`src/hdl/sxt_map.vh`:
```
// Purpose: Constants for the skip, table-read and exclusive-OR execution unit
// Assumes: Included by bare name from the design files under hdl/
// Notes: Definitions only, no logic
`ifndef SXT_MAP_VH
`define SXT_MAP_VH

// Operation select codes on op_code
`define SXT_OP_W 3
`define SXT_OP_SKIP_BYTE_ZERO 3'h0
`define SXT_OP_LOAD_SKIP_ZERO 3'h1
`define SXT_OP_SKIP_BIT_CLEAR 3'h2
`define SXT_OP_TABLE_CURRENT 3'h3
`define SXT_OP_TABLE_LAST 3'h4
`define SXT_OP_XOR_TO_ACCUM 3'h5
`define SXT_OP_XOR_TO_MEMORY 3'h6
`define SXT_OP_XOR_IMMEDIATE 3'h7

// Data path widths
`define SXT_DATA_W 8
`define SXT_BIT_SEL_W 3
`define SXT_PAGE_W 5
`define SXT_ROM_ADDR_W 13
`define SXT_ROM_DATA_W 16

// Page number of the last program page
`define SXT_LAST_PAGE 5'h1F

// Reset values
`define SXT_ACCUM_RESET 8'h00
`define SXT_ZERO_FLAG_RESET 1'b0
`define SXT_TABLE_HIGH_RESET 8'h00

// Cycle counts of one instruction
`define SXT_CYCLES_NORMAL 1
`define SXT_CYCLES_SKIP 2

// Sequencer state codes
`define SXT_ST_W 2
`define SXT_ST_IDLE 2'h0
`define SXT_ST_DUMMY 2'h1
`define SXT_ST_TABLE 2'h2

`endif

```
`src/hdl/sxt_exec.v`:
```
// Purpose: Execution of the byte and bit skip tests, the two table reads
//          and the three exclusive-OR operations of an 8-bit core
// Assumes: One clock at the instruction-cycle rate; operands arrive from
//          logic on the same clock; ROM answers one cycle after its request
// Notes: The block owns the working accumulator, the zero flag and the
//        table-high latch; data memory is written through a strobe
//
// Operation
// - A zero byte skips: prefetch dropped, one dummy cycle, two cycles; else one cycle.
// - Load-and-skip copies the byte to the accumulator and skips the same way on zero.
// - The bit skip drops the prefetch and adds a dummy cycle on a clear bit, else one cycle.
// - A taken skip turns the word fetched during execution into a dummy cycle.
// - Current-page table read: ROM word at the pointer, low byte to memory, high to latch.
// - Last-page table read: ROM word at the pointer in the last page, same byte split.
// - Accumulator XOR data byte goes to the accumulator and touches only the zero flag.
// - Data byte XOR accumulator goes back to the data byte and touches only the zero flag.
// - Accumulator XOR the instruction constant goes to the accumulator, zero flag updated.
`timescale 1ns/1ps
`include "sxt_map.vh"

module sxt_exec (
   input wire clock,
   input wire reset_n,
   input wire op_valid,
   output wire op_ready,
   input wire [`SXT_OP_W-1:0] op_code,
   input wire [`SXT_DATA_W-1:0] mem_rdata,
   input wire [`SXT_BIT_SEL_W-1:0] bit_sel,
   input wire [`SXT_DATA_W-1:0] imm_data,
   input wire [`SXT_PAGE_W-1:0] current_page,
   input wire [`SXT_DATA_W-1:0] table_pointer,
   output reg mem_wr_en_q,
   output reg [`SXT_DATA_W-1:0] mem_wdata_q,
   output reg rom_rd_q,
   output reg [`SXT_ROM_ADDR_W-1:0] rom_addr_q,
   input wire [`SXT_ROM_DATA_W-1:0] rom_rdata,
   output reg [`SXT_DATA_W-1:0] working_accumulator_q,
   output reg zero_flag_q,
   output reg [`SXT_DATA_W-1:0] table_high_latch_q,
   output reg discard_prefetch_q,
   output reg done_q
);

   ////////////////////////////////////////////////////////////////////////////
   // Operand tests
   reg [`SXT_ST_W-1:0] state_q;
   reg [`SXT_ST_W-1:0] state_d;
   wire byte_is_zero;
   wire bit_is_clear;
   wire xor_is_zero;
   wire take;
   wire skip_hit;
   wire [`SXT_DATA_W-1:0] xor_mem;
   wire [`SXT_DATA_W-1:0] xor_imm;
   wire [`SXT_PAGE_W-1:0] table_page;

   sxt_zero_test u_mem_test (
      .operand(mem_rdata),
      .bit_sel(bit_sel),
      .byte_is_zero(byte_is_zero),
      .bit_is_clear(bit_is_clear)
   );

   // Each XOR form gets its zero test here from its own XOR result; the memory
   // forms do not use the shared byte test, which only sees mem_rdata.
   assign xor_mem = working_accumulator_q ^ mem_rdata;
   assign xor_imm = working_accumulator_q ^ imm_data;
   assign xor_is_zero = (op_code == `SXT_OP_XOR_IMMEDIATE) ? ~|xor_imm : ~|xor_mem;

   assign op_ready = (state_q == `SXT_ST_IDLE);
   assign take = op_valid & op_ready;

   ////////////////////////////////////////////////////////////////////////////
   // Skip decision
   reg skip_hit_c;

   always @* begin
      case (op_code)
         `SXT_OP_SKIP_BYTE_ZERO: begin
            skip_hit_c = byte_is_zero;
         end
         `SXT_OP_LOAD_SKIP_ZERO: begin
            skip_hit_c = byte_is_zero;
         end
         `SXT_OP_SKIP_BIT_CLEAR: begin
            skip_hit_c = bit_is_clear;
         end
         default: begin
            skip_hit_c = 1'b0;
         end
      endcase
   end

   assign skip_hit = take & skip_hit_c;

   // Page select: current page from the program counter, or the top page
   assign table_page = (op_code == `SXT_OP_TABLE_LAST) ? `SXT_LAST_PAGE : current_page;

   ////////////////////////////////////////////////////////////////////////////
   // Sequencer
   always @* begin
      state_d = state_q;
      case (state_q)
         `SXT_ST_IDLE: begin
            if (skip_hit) begin
               state_d = `SXT_ST_DUMMY;
            end else if (take && (op_code == `SXT_OP_TABLE_CURRENT ||
                                  op_code == `SXT_OP_TABLE_LAST)) begin
               state_d = `SXT_ST_TABLE;
            end
         end
         `SXT_ST_DUMMY: begin
            state_d = `SXT_ST_IDLE;
         end
         `SXT_ST_TABLE: begin
            state_d = `SXT_ST_IDLE;
         end
         default: begin
            state_d = `SXT_ST_IDLE;
         end
      endcase
   end

   always @(posedge clock or negedge reset_n) begin
      if (!reset_n) begin
         state_q <= `SXT_ST_IDLE;
      end else begin
         state_q <= state_d;
      end
   end

   ////////////////////////////////////////////////////////////////////////////
   // Pipeline control: dummy cycle and completion
   always @(posedge clock or negedge reset_n) begin
      if (!reset_n) begin
         discard_prefetch_q <= 1'b0;
         done_q <= 1'b0;
      end else begin
         // Prefetched word is squashed for exactly the dummy cycle
         discard_prefetch_q <= skip_hit;
         done_q <= 1'b0;
         case (state_q)
            `SXT_ST_IDLE: begin
               if (take && !skip_hit && op_code != `SXT_OP_TABLE_CURRENT &&
                   op_code != `SXT_OP_TABLE_LAST) begin
                  done_q <= 1'b1;
               end
            end
            `SXT_ST_DUMMY: begin
               done_q <= 1'b1;
            end
            `SXT_ST_TABLE: begin
               done_q <= 1'b1;
            end
            default: begin
               done_q <= 1'b0;
            end
         endcase
      end
   end

   ////////////////////////////////////////////////////////////////////////////
   // Program ROM request for the table reads
   always @(posedge clock or negedge reset_n) begin
      if (!reset_n) begin
         rom_rd_q <= 1'b0;
         rom_addr_q <= {`SXT_ROM_ADDR_W{1'b0}};
      end else begin
         rom_rd_q <= 1'b0;
         if (take && (op_code == `SXT_OP_TABLE_CURRENT ||
                      op_code == `SXT_OP_TABLE_LAST)) begin
            rom_rd_q <= 1'b1;
            rom_addr_q <= {table_page, table_pointer};
         end
      end
   end

   ////////////////////////////////////////////////////////////////////////////
   // Data memory write strobe
   always @(posedge clock or negedge reset_n) begin
      if (!reset_n) begin
         mem_wr_en_q <= 1'b0;
         mem_wdata_q <= {`SXT_DATA_W{1'b0}};
      end else begin
         mem_wr_en_q <= 1'b0;
         if (state_q == `SXT_ST_TABLE) begin
            // ROM answered one cycle after the request
            mem_wr_en_q <= 1'b1;
            mem_wdata_q <= rom_rdata[`SXT_DATA_W-1:0];
         end else if (take && op_code == `SXT_OP_XOR_TO_MEMORY) begin
            mem_wr_en_q <= 1'b1;
            mem_wdata_q <= xor_mem;
         end
      end
   end

   ////////////////////////////////////////////////////////////////////////////
   // Table-high latch
   always @(posedge clock or negedge reset_n) begin
      if (!reset_n) begin
         table_high_latch_q <= `SXT_TABLE_HIGH_RESET;
      end else if (state_q == `SXT_ST_TABLE) begin
         table_high_latch_q <= rom_rdata[`SXT_ROM_DATA_W-1:`SXT_DATA_W];
      end
   end

   ////////////////////////////////////////////////////////////////////////////
   // Accumulator and zero flag
   // Table reads and the byte and bit skips leave both untouched; load-and-skip writes the accumulator only; other flags live elsewhere.
   always @(posedge clock or negedge reset_n) begin
      if (!reset_n) begin
         working_accumulator_q <= `SXT_ACCUM_RESET;
         zero_flag_q <= `SXT_ZERO_FLAG_RESET;
      end else if (take) begin
         case (op_code)
            `SXT_OP_LOAD_SKIP_ZERO: begin
               working_accumulator_q <= mem_rdata;
            end
            `SXT_OP_XOR_TO_ACCUM: begin
               working_accumulator_q <= xor_mem;
               zero_flag_q <= xor_is_zero;
            end
            `SXT_OP_XOR_TO_MEMORY: begin
               zero_flag_q <= xor_is_zero;
            end
            `SXT_OP_XOR_IMMEDIATE: begin
               working_accumulator_q <= xor_imm;
               zero_flag_q <= xor_is_zero;
            end
            default: begin
               working_accumulator_q <= working_accumulator_q;
            end
         endcase
      end
   end

endmodule

```
`src/hdl/sxt_zero_test.v`:
```
// Purpose: Combinational zero and bit tests on one data byte
// Assumes: Operand is stable for the cycle in which it is read
// Notes: Used only by the skip decisions; the zero flag update has its own XOR-result test
`timescale 1ns/1ps
`include "sxt_map.vh"

module sxt_zero_test (
   input wire [`SXT_DATA_W-1:0] operand,
   input wire [`SXT_BIT_SEL_W-1:0] bit_sel,
   output wire byte_is_zero,
   output wire bit_is_clear
);

   ////////////////////////////////////////////////////////////////////////////
   // Per-bit selection, one decode line per bit
   wire [`SXT_DATA_W-1:0] bit_pick;

   genvar gi;
   generate
      for (gi = 0; gi < `SXT_DATA_W; gi = gi + 1) begin : g_pick
         // Index sized to the select so the compare keeps equal widths
         localparam [`SXT_BIT_SEL_W-1:0] BIT_IDX = gi;
         assign bit_pick[gi] = operand[gi] & (bit_sel == BIT_IDX);
      end
   endgenerate

   assign byte_is_zero = ~|operand;
   assign bit_is_clear = ~|bit_pick;

endmodule

```
`config.mk`:
```
export PLATFORM = sky130hd
export DESIGN_NAME = sxt_exec
export DESIGN_NICKNAME = d
export VERILOG_FILES = /design/src/hdl/sxt_exec.v /design/src/hdl/sxt_zero_test.v
export VERILOG_INCLUDE_DIRS = /design/src /design/src/hdl
export SDC_FILE = /design/constraint.sdc
export NUM_CORES = 1
export LEC_CHECK = 0
export CORE_MARGIN = 2
export CORE_UTILIZATION = 54
export CTS_CLUSTER_SIZE = 20
export DETAILED_ROUTE_END_ITERATION = 8
export DONT_BUFFER_PORTS = 1
export PLACE_DENSITY = 0.69
export SLEW_MARGIN = 15
export SYNTH_ARGS = -nofsm -noshare
export SYNTH_HDL_FRONTEND = slang
export SYNTH_HIERARCHICAL = 1
export SYNTH_SLANG_ARGS = --single-unit
```
`constraint.sdc`:
```
create_clock -name clock -period 1.68 [get_ports clock]
set_input_delay 0.336 -clock clock [delete_from_list [all_inputs] [get_ports clock]]
set_output_delay 0.336 -clock clock [all_outputs]
set_load 0.02 [all_outputs]
```
==> results of run 1 <==
[power groups by stage]
stage                     sequential [µW]  clock, µW  combinational [µW]
final                                2570        633                1470
after global routing                 2660        704                1650
after CTS                            2570        656                1440
after detailed placement             2600          0                1400
after global placement               2580          0                1370
after floorplan                      2410          0                1260
[registers in the layout, summed over array words and instances (netlist names)]
| register | count |
|---|---|
| state_q | 2 |
| table_high_latch_q | 8 |
| zero_flag_q | 1 |
| discard_prefetch_q | 1 |
| mem_wr_en_q | 1 |
| rom_rd_q | 1 |
| rom_addr_q | 13 |
| working_accumulator_q | 8 |
| mem_wdata_q | 8 |
| done_q | 1 |
[layout make-up]
class                      instances  area [µm²]  share of cell area [%]
clock buffer                       5        68.8                    2.41
clock inverter                     2        12.5                   0.438
inverter                           2        7.51                   0.263
multi-input combinational        186        1370                    47.9
sequential                        44        1100                    38.5
tap                               67        83.8                    2.93
timing repair buffer              22         216                    7.57
[placed cells by master, fill, tap and decap left out, drive strengths merged, types with 2 or more instances in the layout]
cell type,n
a211oi,8
a21oi,15
and2,2
mux4,2
nor4,2
buf,21
inv,2
or2,7
mux2,16
ha,3
o211ai,7
o21ai,12
or4,2
nand2,18
nor3b,2
nor2b,2
nor2,21
mux2i,10
nand4,2
dfrtp,44
nand2b,2
nor3,10
and3,2
clkbuf,5
xor2,15
nand3,16
[synthesized netlist by cell type (4+ instances only)]
master     n  area [µm²]
buf_6      4        45.0
nor3_1    10        50.1
clkbuf_1   9        33.8
mux2_4     7         105
nand3_2    5        50.1
o211ai_1   7        52.6
mux2_2     9         101
xor2_1    15         131
a21oi_1   15        75.1
nand2_1   18        67.6
o21ai_0   12        60.1
buf_2      4        20.0
nor2_1    21        78.8
dfrtp_1   44        1100
nand3_1   11        55.1
or2_2      7        43.8
mux2i_1   10         100
buf_4      6        45.0
a211oi_1   5        37.5
[through the flow]
stage / utilization [%] / hold slack, ns / cells / TNS (ns) / power (µW)
floorplan: - / 0.0404 / 256 / 0 / 3670
global placement: 56.7 / 0.0413 / 314 / -0.0111 / 3950
finish: 60.5 / 0.161 / 328 / 0 / 4670
CTS: 59.2 / 0.157 / 323 / 0 / 4670
detailed placement: 56.7 / 0.0415 / 314 / -0.103 / 4000
global route: 60.5 / 0.163 / 328 / -0.00988 / 5010
[final timing paths]
| check | startpoint | endpoint | cells after the start |
|---|---|---|---|
| max | state_q[0]$_DFFE_PN0P_ | working_accumulator_q[2]$_DFFE_PN0P_ | 8 |
| min | rom_rdata[6] | mem_wdata_q[6]$_DFFE_PN0P_ | 2 |
| max reg2reg | state_q[0]$_DFFE_PN0P_ | working_accumulator_q[2]$_DFFE_PN0P_ | 8 |
| min reg2reg | rom_addr_q[10]$_DFFE_PN0P_ | rom_addr_q[10]$_DFFE_PN0P_ | 2 |
| max in group asynchronous | reset_n | mem_wdata_q[5]$_DFFE_PN0P_ | 2 |
| min in group asynchronous | reset_n | working_accumulator_q[2]$_DFFE_PN0P_ | 2 |
[cells by family (layout without fill, tap and decap cells)]
group | count (synthesis) | count (layout)
mux | 28 | 28
flops | 44 | 44
buf+inv | 26 | 31
compound gates | 47 | 47
xor+xnor | 16 | 16
simple gates | 92 | 92
fa+ha+maj | 3 | 3
[worst register-to-register path: stages (launching register included)]
cell and delay, ns:
dfrtp_1 0.39, inv_2 0.05, ha_2 0.18, buf_4 0.14
and4b_1 0.19, buf_6 0.14, nand3_1 0.08, o211ai_1 0.10
a211oi_2 0.22
[metal layers]
metal / vias to the layer above / global-route usage, % / share of wire [%]
met5: - / 0 / 0
met4: 0 / 6.46 / 1.5
met3: 7 / 7.00 / 7.6
met2: 74 / 35.3 / 51
met1: 913 / 25.0 / 40
li1: 910 / - / -
[timing repair]
item,CTS,global route
endpoints found under the hold margin,44,0
hold buffers,2,0
resized for setup,0,6
setup endpoints to repair,0,27
buffers inserted,0,5
==> flow_metrics.tcl, run 1 <==
set metrics [dict create \
    result_of_the_run "completed" \
    io_buffers 0 \
    cell_family_contributing_the_most_delay_on_the_critical_path "flip-flops" \
    timing.critical_path.arrival_ns 1.80 \
    report.final.slew_viol_count 0 \
    finish.net_count 318 \
    p_clk_share_pct 13.5 \
    postSynthNetCount 313 \
    drt-total-wl_um 5520 \
    timing.critical_path.from_type "flop" \
    sequential_area_share_after_synthesis_pct 41.9 \
    gp_congestion 0.832 \
    clk-insertion-delay-late_ns 0.29 \
    htreeDepth 2 \
    vias 1904 \
    number_of_warnings_printed_during_yosys_synthesis 6 \
    power.density_mw_per_mm2 1640 \
    proportion_of_layout_cells_with_a_drive_suffix_above_1_pct 26.1 \
    route.detailed.vias_per_inst 5.80 \
    cts_tree "done" \
    path_type_of_the_worst_min_delay_path "primary input to flop" \
    critical_path_class "flop to flop" \
    clock_sinks 44 \
    via_count_of_the_first_global_routing_pass 1811 \
    initial_cell_density_of_the_core_pct 55.7 \
    io_pins 97 \
    post-route-min-period_ns 1.58 \
    dp_slack_ns -0.0576 \
    routedWlPerCell_um 16.8 \
    stdcell_area_mm2 0.00286 \
    power_switching_share_pct 43.9 \
    diodes 0 \
    syn_to_final_growth_pct 8.66 \
    timing.critical_path.fanout_max 7 \
    reg2reg_slack_ns 0.1 \
    drt_first_pass_iters 5 \
    timing.clock.skew_ns 0.00405 \
    grt_first_pass_wirelength_um 8710 \
    grt_util_all_layers_pct 20.9 \
    layout_worst_path_cycle_share_pct 94.3 \
    tritoncts.num_buffers 5 \
    synth_cells 256 \
    clk_path_buf_depth 2 \
    cts.reportedPaths.clkPinSlew_ns 0.08 \
    critPathMaxStageDelay_ns 0.39 \
    worst_ir_drop_vdd_uv 829 \
    synth_mux_area_share_pct 13.7 \
    synth_enable_flop_cells 0 \
    syn_area_mm2 0.00263 \
    grt_overflow_total 0 \
    synth_seq_cells 44 \
    die_footprint_mm2 0.00544 \
    final.setup.worst_slack_ns 0.0960 \
    synthesis.area_per_instance_um2 10.3 \
    maxCapViolations 0 \
    main_combinational_cell_family_by_area_after_synthesis "simple AND/OR/NAND/NOR gates" \
    placedInstanceArea_mm2 0.00268 \
    ant_nets 0 \
    synth.lib_cells_used.distinct 45 \
    worstPathCellList "inv_2 -> ha_2 -> buf_4 -> and4b_1 -> buf_6 -> nand3_1 -> o211ai_1 -> a211oi_2" \
    drt_drc_violations_left 0 \
    synth_compound_gate_area_share_pct 11.8 \
    drt_iter0_markers 46 \
    worst_slew_margin_rel_pct 71.1 \
    worst_pin_slew_ns 0.433 \
    critical_path_required_ns 1.89 \
    synth_xor_area_share_pct 5.33 \
    report.final.hold_viol_count 0 \
    n_fill_cell 394 \
    total_leakage_power_uw 0.00123 \
    combPwrFrac_pct 31.5 \
    die_width_um 73.8 \
    synth_simple_gate_area_share_pct 19.5 \
    pin_count_of_the_biggest_net_entering_global_routing 45 \
    die_height_um 73.8 \
    synth_fa_ha_area_share_pct 1.43 \
    final-setup-viol-count 0 \
    design.core.area_mm2 0.00472 \
    cts_root_buffer "clkbuf_8" \
    std_cell_rows 25 \
    cell_internal_pwr_uw 2620 \
    critPathBufInv 3 \
    synth_top_flop_cell "dfrtp_1" \
    grt_antenna_before_repair 0 \
    end_kind "flop" \
    seq_power_share_pct 54.9 \
    critical_path.slowest_cell "dfrtp_1" \
    achievable-frequency_mhz 631 \
    synthArstFlopShare_pct 100 \
    detail_placement_hpwl_um 4020 \
    net-switching-power_uw 2050 \
]
(Power assumes the default switching activity.)
==> inputs of run 2 (changes only) <==
--- a/config.mk
+++ b/config.mk
@@ -12,6 +12,7 @@
 export DETAILED_ROUTE_END_ITERATION = 8
 export DONT_BUFFER_PORTS = 1
 export PLACE_DENSITY = 0.69
+export SETUP_SLACK_MARGIN = 0.3
 export SLEW_MARGIN = 15
 export SYNTH_ARGS = -nofsm -noshare
 export SYNTH_HDL_FRONTEND = slang
==> constraint.sdc (replaced) <==
create_clock -name clock -period 1.7 [get_ports clock]
set_input_delay 0.34 -clock clock [delete_from_list [all_inputs] [get_ports clock]]
set_output_delay 0.34 -clock clock [all_outputs]
set_load 0.1 [all_outputs]
==> flow_metrics.tcl, run 2 (synthesis gave the netlist of run 1 again) <==
set metrics [dict create \
    result_of_the_run "completed" \
    worstPathCellList "inv_2 -> ha_4 -> and2_4 -> buf_6 -> nand4b_1 -> buf_6 -> mux2i_1 -> o21ai_1" \
    largest_reg_flops 13 \
    critical_path_class "flop to flop" \
    die_width_um 73.8 \
    vias 2105 \
    totalNegativeSetupSlack_ns 0 \
    grt_first_pass_wirelength_um 9410 \
    end_kind "flop" \
    die_footprint_mm2 0.00544 \
    timing.critical_path.arrival_ns 1.78 \
    report.final.slew_viol_count 0 \
    gr-usage-met1_pct 28.0 \
    cts.reportedPaths.clkPinSlew_ns 0.09 \
    critical_path.slowest_cell "dfrtp_1" \
    gp_congestion 0.903 \
    route.detailed.vias_per_inst 5.60 \
    timing.critical_path.from_type "flop" \
    pin_count_of_the_biggest_net_entering_global_routing 45 \
    via_count_of_the_first_global_routing_pass 1946 \
    worstRegToRegCells 8 \
    finish.net_count 365 \
    die_height_um 73.8 \
    drt_drc_violations_left 0 \
    gr-usage-met2_pct 38.6 \
    final-setup-viol-count 0 \
    routedWlPerCell_um 17.4 \
    htreeDepth 2 \
    initial_cell_density_of_the_core_pct 55.7 \
    min_path_cells 1 \
    drt_first_pass_iters 4 \
    timing.clock.skew_ns 0.00518 \
    critPathMaxStageDelay_ns 0.38 \
    grt_setup_unrepaired "yes" \
    maxCapViolations 0 \
    top_usage_layer "met2" \
    grt_overflow_total 0 \
    ant_nets 0 \
    clk-insertion-delay-late_ns 0.30 \
    path_type_of_the_worst_min_delay_path "primary input to flop" \
    dp_slack_ns 0.0481 \
    detail_placement_hpwl_um 4270 \
    std_cell_rows 25 \
    most_common_cell_after_layout_fill_and_taps_aside "buf_4" \
    drt-total-wl_um 6530 \
    critical_path_required_ns 1.89 \
    gr-usage-met3_pct 6.72 \
    cts_tree "done" \
    worst_slew_margin_rel_pct 77.3 \
    drt_iter0_markers 61 \
    io_buffers 0 \
    proportion_of_layout_cells_with_a_drive_suffix_above_1_pct 47.2 \
    design.core.area_mm2 0.00472 \
    tritoncts.num_buffers 5 \
    cts_root_buffer "clkbuf_8" \
    achievable-frequency_mhz 629 \
    most-common-layout-cells "buf_4 (47), dfrtp_1 (36), nand2_1 (18)" \
    layout_worst_path_cycle_share_pct 93.5 \
    clock_sinks 44 \
    report.final.hold_viol_count 0 \
    diodes 0 \
    top_register "rom_addr_q" \
    timing.critical_path.fanout_max 9 \
    worst_pin_slew_ns 0.335 \
    grt_util_all_layers_pct 22.8 \
    syn_to_final_growth_pct 32.4 \
    io_pins 97 \
    post-route-min-period_ns 1.59 \
    worst_path_most_repeated_cell "buf_6" \
    grt_antenna_before_repair 0 \
    clk_path_buf_depth 2 \
    final.setup.worst_slack_ns 0.111 \
]
run 2: final timing paths:
kind | startpoint | to | slack, ns
setup reg to reg | state_q[0]$_DFFE_PN0P_ | mem_wdata_q[7]$_DFFE_PN0P_ | 0.11
setup / recovery | state_q[0]$_DFFE_PN0P_ | mem_wdata_q[7]$_DFFE_PN0P_ | 0.11
hold / removal | op_code[2] | discard_prefetch_q$_DFF_PN0_ | 0.12
hold reg to reg | rom_addr_q[7]$_DFFE_PN0P_ | rom_addr_q[7]$_DFFE_PN0P_ | 0.52
max in group asynchronous | reset_n | working_accumulator_q[7]$_DFFE_PN0P_ | 0.92
min in group asynchronous | reset_n | done_q$_DFF_PN0_ | 0.56
run 2: timing repair:
item                                    CTS  global route
hold buffers                              2             0
endpoints found under the setup margin   39            43
buffers inserted                          5             6
hold endpoints to repair                 44             0
pin swaps                                12            12
gates resized for setup                  27            25
cloned                                    1             2
run 2: worst max-delay path: cells and delay by family, from the launching register on:
family          cells  cell delay (ns)
buf+inv             3             0.37
simple gates        2             0.28
fa+ha+maj           1             0.15
mux                 1             0.23
flops               1             0.38
compound gates      1             0.07
run 2: routing by layer:
| layer | part of all wire (%) | vias to the layer above |
|---|---|---|
| met5 | 0 | - |
| met3 | 6.8 | 11 |
| met1 | 41 | 1004 |
| met4 | 1.5 | 0 |
| met2 | 51 | 80 |
| li1 | - | 1010 |
run 2: cell type report:
cell class              count  area [µm²]
clock inverters             2        15.0
repair buffers             67         636
well taps                  67        83.8
clock buffers               6        82.6
inverters                   2        7.51
multi-input cells         188        1530
fillers                   334        1240
flip-flops and latches     44        1130
run 2: stage by stage:
| step | cell area [µm²] | instances | utilization (%) | hold WS, ns |
|---|---|---|---|---|
| after floorplan | 2750 | 256 | - | 0.0444 |
| after global placement | 3010 | 352 | 63.8 | 0.0457 |
| after detailed placement | 3010 | 352 | 63.8 | 0.0456 |
| after CTS | 3300 | 368 | 69.9 | 0.103 |
| after global routing | 3480 | 376 | 73.7 | 0.103 |
| final | 3480 | 376 | 73.7 | 0.116 |
Power of run 2 is not shown: default switching activity piles up to over one toggle a cycle in this logic, so the estimate is an artifact.
==> inputs of run 3 (changes only) <==
--- a/config.mk
+++ b/config.mk
@@ -6,6 +6,7 @@
 export SDC_FILE = /design/constraint.sdc
 export NUM_CORES = 1
 export LEC_CHECK = 0
+export CORE_ASPECT_RATIO = 1.25
 export CORE_MARGIN = 2
 export CORE_UTILIZATION = 54
 export CTS_CLUSTER_SIZE = 20
==> flow_metrics.tcl, run 3 (synthesis gave the netlist of run 1 again) <==
set metrics [dict create \
    result_of_the_run "completed" \
    place_inst 340 \
    worstRegToRegCells 6 \
    drt_drc_violations_left 0 \
    die_width_um 66.4 \
    clock_sinks 44 \
    initial_cell_density_of_the_core_pct 55.6 \
    critical_path_required_ns 1.88 \
    final-setup-viol-count 0 \
    grt_setup_unrepaired "yes" \
    post_layout_nonfiller_instances 371 \
    grt_first_pass_wirelength_um 9740 \
    path_type_of_the_worst_min_delay_path "primary input to flop" \
    critPathBufInv 2 \
    io_pins 97 \
    end_kind "flop" \
    grt_util_all_layers_pct 23.5 \
    largest_reg_flops 13 \
    timing.critical_path.fanout_max 7 \
    worst_slew_margin_rel_pct 76.8 \
    post-route-min-period_ns 1.61 \
    die_height_um 82.0 \
    top_register "rom_addr_q" \
    final.setup.worst_slack_ns 0.0860 \
    report.final.hold_viol_count 0 \
    via_count_of_the_first_global_routing_pass 1924 \
    timing.critical_path.depth 6 \
    drt-total-wl_um 6500 \
    min_path_cells 1 \
    ant_nets 0 \
    htreeDepth 2 \
    std_cell_rows 28 \
    clk_path_buf_depth 2 \
    critical_path_class "flop to flop" \
    worstPathCellList "inv_2 -> ha_4 -> and2_4 -> buf_4 -> o21a_4 -> mux2_4" \
    detail_placement_hpwl_um 4180 \
    most_common_cell_after_layout_fill_and_taps_aside "buf_4" \
    proportion_of_layout_cells_with_a_drive_suffix_above_1_pct 47.6 \
    grt_overflow_total 0 \
    layout_worst_path_cycle_share_pct 94.9 \
    routedWlPerCell_um 17.5 \
    cts_root_buffer "clkbuf_8" \
    gp_congestion 0.755 \
    worst_pin_slew_ns 0.348 \
    timing.critical_path.from_type "flop" \
    pin_count_of_the_biggest_net_entering_global_routing 45 \
    critical_path.slowest_cell "dfrtp_1" \
    achievable-frequency_mhz 620 \
    die_footprint_mm2 0.00545 \
    critPathMaxStageDelay_ns 0.40 \
    design.core.area_mm2 0.00473 \
    cts_tree "done" \
    drt_first_pass_iters 4 \
    route.detailed.vias_per_inst 5.66 \
    n_fill_cell 368 \
    cts.reportedPaths.clkPinSlew_ns 0.08 \
    dp_slack_ns 0.0399 \
    grt_antenna_before_repair 0 \
    timing.clock.skew_ns 0.00807 \
    io_buffers 0 \
    vias 2099 \
    report.final.slew_viol_count 0 \
    drt_iter0_markers 104 \
    most-common-layout-cells "buf_4 (51), dfrtp_1 (36), nor2_1 (18), nand2_1 (18), xor2_1 (14)" \
    diodes 0 \
    maxCapViolations 0 \
    seqCellArea_mm2 0.00113 \
    clk-insertion-delay-late_ns 0.29 \
    cell_family_contributing_the_most_delay_on_the_critical_path "flip-flops" \
    syn_to_final_growth_pct 32.9 \
    finish.net_count 367 \
    area_taken_by_multi_input_logic_gates_mm2 0.00153 \
    tritoncts.num_buffers 5 \
    timing.critical_path.arrival_ns 1.79 \
]
## run 3: changes by cell type in the layout (fill, tap and decap cells not counted), moves of 2 or more
cell / delta
buf_4: +4
nor3_2: +4
nand3_2: -3
nor3_1: -3
buf_8: +2
nand3_1: +3
clkinvlp_4: -2
buf_6: -4
## run 3: worst reg2reg max path, delay by kind of cell, from the launching register on
| family | cells | cell delay [ns] |
|---|---|---|
| compound gates | 1 | 0.20 |
| fa+ha+maj | 1 | 0.16 |
| buf+inv | 2 | 0.21 |
| flops | 1 | 0.40 |
| mux | 1 | 0.32 |
| simple gates | 1 | 0.20 |
## run 3: metrics by stage
step	instance area (µm²)	utilization (%)	TNS, ns	hold WS [ns]
6_report	3490	73.9	0	0.130
4_1_cts	3230	68.3	0	-0.277
2_1_floorplan	2750	-	-0.213	0.0444
3_3_place_gp	2970	62.8	0	0.0454
3_5_place_dp	2970	62.8	0	0.0455
5_1_grt	3490	73.9	0	0.116
## run 3: what timing repair did
item | CTS | global route
setup endpoints to repair | 38 | 37
endpoints found under the hold margin | 44 | 44
resized for setup | 22 | 29
pin swaps | 8 | 13
gates cloned | 2 | 1
setup buffers | 5 | 13
## run 3: area by class of cell
| type | count | area share, % |
|---|---|---|
| Inverter | 2 | 0.215 |
| Sequential cell | 44 | 32.3 |
| Multi-Input combinational cell | 188 | 43.8 |
| Clock buffer | 6 | 2.36 |
| Clock inverter | 2 | 1.11 |
| Timing Repair Buffer | 69 | 18.0 |
| Tap cell | 60 | 2.15 |
## run 3: layer usage
layer	vias up	routed length, µm	share of wire, %	GRT usage [%]
met5	-	0	0	0
met4	0	104	1.6	6.53
met3	11	395	6.1	5.48
met2	67	3460	53	40.7
met1	1010	2540	39	29.3
li1	1011	-	-	-
## run 3: path summary, 6_finish.rpt
path	from	endpoint	slack, ns
setup / recovery	state_q[0]$_DFFE_PN0P_	rom_addr_q[0]$_DFFE_PN0P_	0.09
hold / removal	op_code[2]	discard_prefetch_q$_DFF_PN0_	0.13
setup reg to reg	state_q[0]$_DFFE_PN0P_	rom_addr_q[0]$_DFFE_PN0P_	0.09
hold reg to reg	rom_addr_q[6]$_DFFE_PN0P_	rom_addr_q[6]$_DFFE_PN0P_	0.51
max in group asynchronous	reset_n	working_accumulator_q[2]$_DFFE_PN0P_	0.91
min in group asynchronous	reset_n	working_accumulator_q[0]$_DFFE_PN0P_	0.58
Power of run 3 is left out for the same reason.
